===== src/mode_pkg.sv =====
package mode_pkg;
  // ************************************************************
  // timing
  // ************************************************************
  localparam int CLK_MHZ = 250;
  localparam int DEBOUNCE_US = 10000;
  localparam int DEBOUNCE_CYC = DEBOUNCE_US * CLK_MHZ;
  localparam int PRESS_GAP_MS = 1000;
  localparam int PRESS_GAP_CYC = PRESS_GAP_MS * 1000 * CLK_MHZ;
  localparam int FAST_BLINK_MS = 100;
  localparam int FAST_HALF_CYC = FAST_BLINK_MS * 1000 * CLK_MHZ / 2;
  localparam int SLOW_BLINK_MS = 1000;
  localparam int SLOW_HALF_CYC = SLOW_BLINK_MS * 1000 * CLK_MHZ / 2;
  localparam logic [2:0] FACTORY_PRESSES = 3'h5;
  // ************************************************************
  // default access point settings and trigger code
  // ************************************************************
  localparam logic [7:0] SETUP_TRIGGER_CODE = 8'h10;
  localparam logic [3:0] AP_CHANNEL = 4'h1;
  localparam logic [31:0] AP_ADDRESS = 32'h01020304;
  localparam logic [31:0] AP_MASK = 32'hFFFFFF00;
  localparam logic [31:0] AP_GATEWAY = 32'h01020304;
  typedef enum logic [1:0] {LED_OFF, LED_FAST, LED_SLOW, LED_ON} led_mode_t;
  typedef enum {ST_BOOT, ST_CLIENT, ST_AP} op_state_t;
endpackage


===== src/debounce_if.sv =====
interface debounce_if;
  logic raw;
  logic level;
  logic rise;
  modport filt(input raw, output level, output rise);
  modport user(output raw, input level, input rise);
endinterface


===== src/debounce.sv =====
module debounce
  import mode_pkg::*;
#(
  parameter int CYCLES = DEBOUNCE_CYC
) (
  input wire logic core_clk,
  input wire logic arst_n,
  debounce_if.filt db
);
  logic sync_a;
  logic sync_b;
  logic [31:0] cnt;
  wire differs = (sync_b != db.level);
  wire settled = (cnt >= 32'(CYCLES - 1));
  // two-stage sampler, then level must hold steady before it is accepted
  always_ff @(posedge core_clk or negedge arst_n) begin
    if (!arst_n) begin
      sync_a <= 1'b0;
      sync_b <= 1'b0;
      cnt <= 32'h0;
      db.level <= 1'b0;
      db.rise <= 1'b0;
    end else begin
      sync_a <= db.raw;
      sync_b <= sync_a;
      db.rise <= 1'b0;
      if (!differs) begin
        cnt <= 32'h0;
      end else if (settled) begin
        cnt <= 32'h0;
        db.level <= sync_b;
        db.rise <= sync_b;
      end else begin
        cnt <= cnt + 32'h1;
      end
    end
  end
endmodule


===== src/mode_select_and_status_leds.sv =====
module mode_select_and_status_leds
  import mode_pkg::*;
#(
  parameter int DEB_CYC = DEBOUNCE_CYC,
  parameter int GAP_CYC = PRESS_GAP_CYC,
  parameter int FAST_CYC = FAST_HALF_CYC,
  parameter int SLOW_CYC = SLOW_HALF_CYC
) (
  input wire logic core_clk,
  input wire logic arst_n,
  input wire logic mode_button_line,
  input wire logic reset_button,
  input wire logic wake,
  input wire logic trigger_write,
  input wire logic [7:0] trigger_value,
  input wire logic associated,
  input wire logic internet_ok,
  input wire logic data_active,
  input wire logic address_held,
  input wire logic tcp_open,
  output logic ap_mode,
  output logic apply_defaults,
  output logic [3:0] net_channel,
  output logic dhcp_server_en,
  output logic [31:0] net_address,
  output logic [31:0] net_mask,
  output logic [31:0] net_gateway,
  output logic factory_restore,
  output logic setup_start,
  output logic reboot,
  output logic led_red,
  output logic led_yellow,
  output logic led_green,
  output logic led_blue
);
  // ************************************************************
  // debounced buttons
  // ************************************************************
  debounce_if mode_db();
  debounce_if rst_db();
  assign mode_db.raw = mode_button_line;
  assign rst_db.raw = reset_button;
  debounce #(.CYCLES(DEB_CYC)) u_mode_db (.core_clk(core_clk), .arst_n(arst_n), .db(mode_db));
  debounce #(.CYCLES(DEB_CYC)) u_rst_db (.core_clk(core_clk), .arst_n(arst_n), .db(rst_db));

  // ************************************************************
  // operating mode
  // ************************************************************
  op_state_t state;
  logic boot_pending;
  logic mode_seen;
  logic setup_enabled;
  logic [2:0] press_cnt;
  logic [31:0] gap_cnt;
  wire gap_ok = (gap_cnt >= 32'(GAP_CYC));
  wire trig_hit = trigger_write && (trigger_value == SETUP_TRIGGER_CODE);
  // boot sample waits one debounce window plus two sampler cycles so the filtered level is valid
  wire boot_ready = (gap_cnt >= 32'(DEB_CYC + 2));
  wire ap_press_ok = mode_db.rise && (press_cnt == 3'h0 || gap_ok);

  // mode state, sampling at boot and wake; reset press causes a reboot
  always_ff @(posedge core_clk or negedge arst_n) begin
    if (!arst_n) begin
      state <= ST_BOOT;
      boot_pending <= 1'b1;
      mode_seen <= 1'b0;
      apply_defaults <= 1'b0;
      reboot <= 1'b0;
    end else begin
      apply_defaults <= 1'b0;
      reboot <= 1'b0;
      if (mode_db.rise) begin
        mode_seen <= 1'b1; // remembered for the next reboot
      end
      if (rst_db.rise) begin
        reboot <= 1'b1;
        state <= ST_BOOT;
        boot_pending <= 1'b1;
      end else if (wake) begin
        state <= ST_BOOT;
        boot_pending <= 1'b1;
      end else if (state == ST_BOOT && boot_ready && boot_pending) begin
        boot_pending <= 1'b0;
        mode_seen <= 1'b0;
        if (mode_db.level || mode_seen) begin
          state <= ST_AP;
          apply_defaults <= 1'b1;
        end else begin
          state <= ST_CLIENT;
        end
      end
    end
  end

  // press counting in AP mode, gap timer shared with boot wait
  always_ff @(posedge core_clk or negedge arst_n) begin
    if (!arst_n) begin
      press_cnt <= 3'h0;
      gap_cnt <= 32'h0;
      factory_restore <= 1'b0;
    end else begin
      factory_restore <= 1'b0;
      if (!gap_ok || state == ST_BOOT) begin
        gap_cnt <= gap_cnt + 32'h1;
      end
      if (state != ST_AP) begin
        press_cnt <= 3'h0;
        if (state != ST_BOOT) begin
          gap_cnt <= 32'h0;
        end
      end else if (mode_db.rise) begin
        gap_cnt <= 32'h0;
        if (!ap_press_ok) begin
          press_cnt <= 3'h1; // too soon: this press starts a new series
        end else if (press_cnt == FACTORY_PRESSES - 3'h1) begin
          press_cnt <= 3'h0;
          factory_restore <= 1'b1;
        end else begin
          press_cnt <= press_cnt + 3'h1;
        end
      end
      if (rst_db.rise || wake) begin
        gap_cnt <= 32'h0;
      end
    end
  end

  // setup enable, then client-mode press starts setup
  always_ff @(posedge core_clk or negedge arst_n) begin
    if (!arst_n) begin
      setup_enabled <= 1'b0;
      setup_start <= 1'b0;
    end else begin
      if (trig_hit) begin
        setup_enabled <= 1'b1;
      end
      setup_start <= (state == ST_CLIENT) && setup_enabled && mode_db.rise;
    end
  end

  // network defaults are held while in AP mode
  always_ff @(posedge core_clk or negedge arst_n) begin
    if (!arst_n) begin
      ap_mode <= 1'b0;
      net_channel <= 4'h0;
      dhcp_server_en <= 1'b0;
      net_address <= 32'h0;
      net_mask <= 32'h0;
      net_gateway <= 32'h0;
    end else begin
      ap_mode <= (state == ST_AP);
      net_channel <= (state == ST_AP) ? AP_CHANNEL : 4'h0;
      dhcp_server_en <= (state == ST_AP);
      net_address <= (state == ST_AP) ? AP_ADDRESS : 32'h0;
      net_mask <= (state == ST_AP) ? AP_MASK : 32'h0;
      net_gateway <= (state == ST_AP) ? AP_GATEWAY : 32'h0;
    end
  end

  // ************************************************************
  // indicators
  // ************************************************************
  logic [31:0] fast_cnt;
  logic [31:0] slow_cnt;
  logic fast_ph;
  logic slow_ph;
  function automatic logic led_level(led_mode_t m, logic f, logic s);
    case (m)
      LED_FAST: led_level = f;
      LED_SLOW: led_level = s;
      LED_ON: led_level = 1'b1;
      default: led_level = 1'b0;
    endcase
  endfunction
  wire led_mode_t red_mode = !associated ? LED_FAST : (!internet_ok ? LED_SLOW : LED_OFF);
  wire led_mode_t yel_mode = data_active ? LED_FAST : LED_OFF;
  wire led_mode_t grn_mode = tcp_open ? LED_ON : (address_held ? LED_SLOW : LED_FAST);

  // free-running blink phases; a shorter fast period gives the quicker flash
  always_ff @(posedge core_clk or negedge arst_n) begin
    if (!arst_n) begin
      fast_cnt <= 32'h0;
      slow_cnt <= 32'h0;
      fast_ph <= 1'b0;
      slow_ph <= 1'b0;
    end else begin
      fast_cnt <= (fast_cnt >= 32'(FAST_CYC - 1)) ? 32'h0 : fast_cnt + 32'h1;
      slow_cnt <= (slow_cnt >= 32'(SLOW_CYC - 1)) ? 32'h0 : slow_cnt + 32'h1;
      if (fast_cnt >= 32'(FAST_CYC - 1)) begin
        fast_ph <= ~fast_ph;
      end
      if (slow_cnt >= 32'(SLOW_CYC - 1)) begin
        slow_ph <= ~slow_ph;
      end
    end
  end

  // led outputs registered
  always_ff @(posedge core_clk or negedge arst_n) begin
    if (!arst_n) begin
      led_red <= 1'b0;
      led_yellow <= 1'b0;
      led_green <= 1'b0;
      led_blue <= 1'b0;
    end else begin
      led_red <= led_level(red_mode, fast_ph, slow_ph);
      led_yellow <= led_level(yel_mode, fast_ph, slow_ph);
      led_green <= led_level(grn_mode, fast_ph, slow_ph);
      led_blue <= 1'b0; // unused
    end
  end

  // ************************************************************
  // checks
  // ************************************************************
  property p_setup;
    @(posedge core_clk) disable iff (!arst_n)
      setup_start |-> $past(setup_enabled) && $past(state == ST_CLIENT);
  endproperty
  a_setup: assert property (p_setup) else $error("setup without enable or in AP");
  property p_defaults;
    @(posedge core_clk) disable iff (!arst_n)
      ap_mode |-> net_address == AP_ADDRESS && net_mask == AP_MASK && net_channel == AP_CHANNEL;
  endproperty
  a_defaults: assert property (p_defaults) else $error("AP defaults wrong");
  property p_apply;
    @(posedge core_clk) disable iff (!arst_n)
      apply_defaults |=> ap_mode;
  endproperty
  a_apply: assert property (p_apply) else $error("defaults without AP mode");
  property p_factory;
    @(posedge core_clk) disable iff (!arst_n)
      factory_restore |-> $past(state == ST_AP) && $past(mode_db.rise);
  endproperty
  a_factory: assert property (p_factory) else $error("factory restore without press");
  property p_reboot;
    @(posedge core_clk) disable iff (!arst_n)
      rst_db.rise |=> reboot && state == ST_BOOT;
  endproperty
  a_reboot: assert property (p_reboot) else $error("reset press did not reboot");
  property p_boot_ap;
    @(posedge core_clk) disable iff (!arst_n)
      (state == ST_BOOT && boot_pending && boot_ready && mode_db.level && !rst_db.rise && !wake)
        |=> state == ST_AP;
  endproperty
  a_boot_ap: assert property (p_boot_ap) else $error("high mode line did not give AP");
  property p_red_off;
    @(posedge core_clk) disable iff (!arst_n)
      (associated && internet_ok) [*2] |-> !led_red;
  endproperty
  a_red_off: assert property (p_red_off) else $error("red lit with internet");
  property p_green_on;
    @(posedge core_clk) disable iff (!arst_n)
      tcp_open [*2] |-> led_green;
  endproperty
  a_green_on: assert property (p_green_on) else $error("green not solid with TCP");
  property p_blue;
    @(posedge core_clk) disable iff (!arst_n) !led_blue;
  endproperty
  a_blue: assert property (p_blue) else $error("blue lit");
  c_factory: cover property (@(posedge core_clk) disable iff (!arst_n) factory_restore);
  c_setup: cover property (@(posedge core_clk) disable iff (!arst_n) setup_start);
  c_ap: cover property (@(posedge core_clk) disable iff (!arst_n) apply_defaults);
endmodule


===== config.mk =====
export PLATFORM = sky130hd
export DESIGN_NAME = mode_select_and_status_leds
export DESIGN_NICKNAME = d
export VERILOG_FILES = /design/src/mode_pkg.sv /design/src/debounce_if.sv /design/src/debounce.sv /design/src/mode_select_and_status_leds.sv
export SDC_FILE = /design/constraint.sdc
export NUM_CORES = 1
export LEC_CHECK = 0
export ABC_AREA = 1
export ABC_CLOCK_PERIOD_IN_PS = 4070
export BUFFER_PORTS_ARGS = -buffer_cell sky130_fd_sc_hd__buf_2
export CAP_MARGIN = 20
export CORE_ASPECT_RATIO = 1.1
export CORE_MARGIN = 10
export CORE_UTILIZATION = 50
export CTS_CLUSTER_DIAMETER = 150
export CTS_CLUSTER_SIZE = 20
export DETAILED_ROUTE_END_ITERATION = 12
export PLACE_DENSITY = 0.79
export SETUP_SLACK_MARGIN = 0.4
export SYNTH_ARGS = -nofsm -noshare
export SYNTH_HDL_FRONTEND = slang
export SYNTH_SLANG_ARGS = --single-unit

===== constraint.sdc =====
create_clock -name core_clk -period 4.07 [get_ports core_clk]
set_clock_uncertainty 0.05 [all_clocks]
set_input_delay 0.814 -clock core_clk [delete_from_list [all_inputs] [get_ports core_clk]]
set_output_delay 0.814 -clock core_clk [all_outputs]
set_load 0.05 [all_outputs]

==> qor.yml <==
logic_synthesis:
  synth_seq_cells: 186
  synth.distinct_cells: 41
  synthesis.area_um2: 10200
  avgSynthCellArea_um2: 8.00
  yosysSeqAreaShare_pct: 45.6
  synth_warnings: 0
  synth_cells: 1276
floorplan:
  initial_core_util_pct: 51.2
  die-width_um: 156
  placementRows: 54
  die_height_um: 170
  dieArea_um2: 26500
  core_area_um2: 19900
  pin_count: 129
setup_path:
  cp_top_family: "flip-flops"
  slowest_stage: "dfrtp_1"
  cp-start-kind: "flip-flop"
  path_buf_inv: 1
  worstSetupEndpointType: "primary output"
  arrival_ps: 1680
  max_stage_delay_ps: 850
  required_ps: 3210
  path_class: "flip-flop to primary output"
  crit_fanout: 37
  crit_path_cell_trace: "buf_2"
clocking:
  cts_tree: "yes"
  cts_buffer_depth: 2
  ctsResizeCount: 0
  path_clk_slew_ps: 70
  cts_setup_buffers: 0
  clock-root-buffer: "clkbuf_16"
  numCtsBuffers: 17
  clkLatencyLatePin_ps: 430
  hold_buffers: 0
  cts_max_level: 4
  cts_sinks: 186
global_route:
  grtUsageTotal_pct: 14.6
  antenna_found_initial: 0
  grt_pass1_wl_mm: 32.9
  grt_start_max_net_pins: 81
  grt_pass1_vias: 7540
  overflow: 0
timing:
  max_slew_margin_pct: 41.4
  final-max-slew-violation-count: 0
  grt_setup_unrepaired: "no"
  fin_tns_setup_ps: 0
  hold_viol: 0
  setup_violations: 0
  worst-slew-pin-transition_ps: 876
  hold_slack_ps: 300
  post-route-min-period_ps: 2550
  max_freq_ghz: 0.393
  worst_slack_ps: 1520
  min_period_over_period_pct: 62.6
detailed_routing:
  postRouteAntennaNets: 0
  firstDrtPassIters: 5
  drt_iter0_markers: 473
  wl_mm: 19.1
  drc: 0
  viasPerCell: 4.87
  wl_per_cell_um: 12.0
  vias: 7796
power_and_ir_drop:
  powerDensity_nw_per_um2: 363
  ir_drop_mv: 0.303
  p_leak_nw: 5.12
layout:
  n_antenna_cell: 0
  area_delta_synth_final_pct: 7.61
  final_layout_size_suffix_gt1_share_pct: 11.1
  fin_util_pct: 55.1
  nets: 1362
  final_area_um2: 11000
placed_design:
  placed_area_um2: 10300
  hpwl_mm: 13.8
  io_buffer_count: 62
  post-place-ws_ps: 1500
  place.gp.congestion: 0.893
job:
  maxCapViolCount: 0
run_status:
  outcome: "finished clean"
min_path:
  worstHoldPathType: "flip-flop to flip-flop"
-- cells in the final DEF (no fill, tap or decap), types with 2 or more instances in the layout --
master and n:
a21oi_1 39, a31o_2 2, a31oi_1 3, a41oi_1 2, and3_1 2, buf_2 61
buf_4 2, bufinv_16 5, clkbuf_16 17, clkinv_2 2, clkinv_4 2, conb_1 99
dfrtp_1 185, ha_1 8, inv_1 141, inv_6 4, inv_8 2, nand2_1 233
nand2_2 4, nand2_4 2, nand3_1 72, nand3_2 5, nand3b_1 5, nand4_1 20
nor2_1 224, nor2_2 17, nor2_4 6, nor3_1 44, nor3_2 8, nor3b_1 5
nor4_1 12, o211ai_1 3, o21ai_0 30, o21ai_1 11, or2_2 5, xnor2_1 17
xor2_1 39
-- layout make-up --
cell class / instances / area (um^2)
Clock inverter: 15 / 235
Sequential cell: 186 / 4660
Multi-Input combinational cell: 923 / 4460
Tap cell: 252 / 315
Clock buffer: 17 / 425
Fill cell: 1774 / 8950
Inverter: 142 / 533
Timing Repair Buffer: 65 / 354
-- through the flow --
stage,power [mW],std cells
finish,3.99,1600
global route,4.13,1600
CTS,4.03,1600
detailed placement,2.18,1568
global placement,2.18,1568
floorplan,2.17,1374
-- layer usage --
layer / part of all wire (%) / vias to the layer above / global-route usage (%)
met4: 1.4 / 0 / 5.09
met1: 44 / 3610 / 17.8
met2: 47 / 211 / 24.6
met3: 7.2 / 25 / 3.53
li1: - / 3950 / -
met5: 0 / - / 0
-- synth_stat cells (all sizes together) --
library cell,n,area [um^2]
a211oi,1,7.51
a21oi,39,195
a31o,2,17.5
a31oi,3,18.8
a41oi,2,17.5
and3,2,12.5
buf,119,906
clkbuf,4,15.0
conb,1,3.75
dfrtp,185,4630
dfstp,1,26.3
ha,8,100
inv,142,533
nand2,239,922
nand3,77,410
nand3b,6,48.8
nand4,20,125
nor2,247,1010
nor3,53,317
nor3b,5,37.5
nor4,12,75.1
nor4b,1,8.76
o211ai,3,22.5
o21ai,41,205
o21bai,1,7.51
o22ai,1,6.26
or2,5,31.3
xnor2,17,149
xor2,39,342
-- flip-flops by register name, summed over array words and instances, names as in the netlist, 2 cells and up --
register	count
u_rst_db.cnt	32
press_cnt	3
u_mode_db.cnt	32
gap_cnt	32
state	2
slow_cnt	32
fast_cnt	32
-- power breakdown --
part | internal [mW] | switching, mW | leakage, nW
Combinational | 0.0287 | 0.222 | 2.31
Sequential | 1.88 | 0.0167 | 2.48
Clock | 1.11 | 0.737 | 0.326
-- worst paths after layout --
| kind | start | cells past startpoint | end | slack [ps] |
|---|---|---|---|---|
| min in group asynchronous | arst_n | 1 | u_rst_db.cnt[3]$_DFF_PN0_ | 350 |
| min | u_rst_db.sync_a$_DFF_PN0_ | 0 | u_rst_db.sync_b$_DFF_PN0_ | 300 |
| max in group asynchronous | arst_n | 2 | fast_cnt[31]$_DFF_PN0_ | 2770 |
| max | net_gateway[17]$_DFF_PN0_ | 1 | ap_mode | 1520 |
| max reg2reg | fast_cnt[0]$_DFF_PN0_ | 12 | fast_cnt[11]$_DFF_PN0_ | 1720 |
| min reg2reg | u_rst_db.sync_a$_DFF_PN0_ | 0 | u_rst_db.sync_b$_DFF_PN0_ | 300 |
-- logic make-up after synthesis --
group                    synth area share [%]
AND/OR/NAND/NOR                          29.4
buffers and inverters                    14.2
flip-flops                               45.6
AO/OA/AOI/OAI                            4.88
XOR/XNOR                                 4.81
adder cells (fa/ha/maj)                 0.981
other                                  0.0367
(Power assumes the default switching activity.)
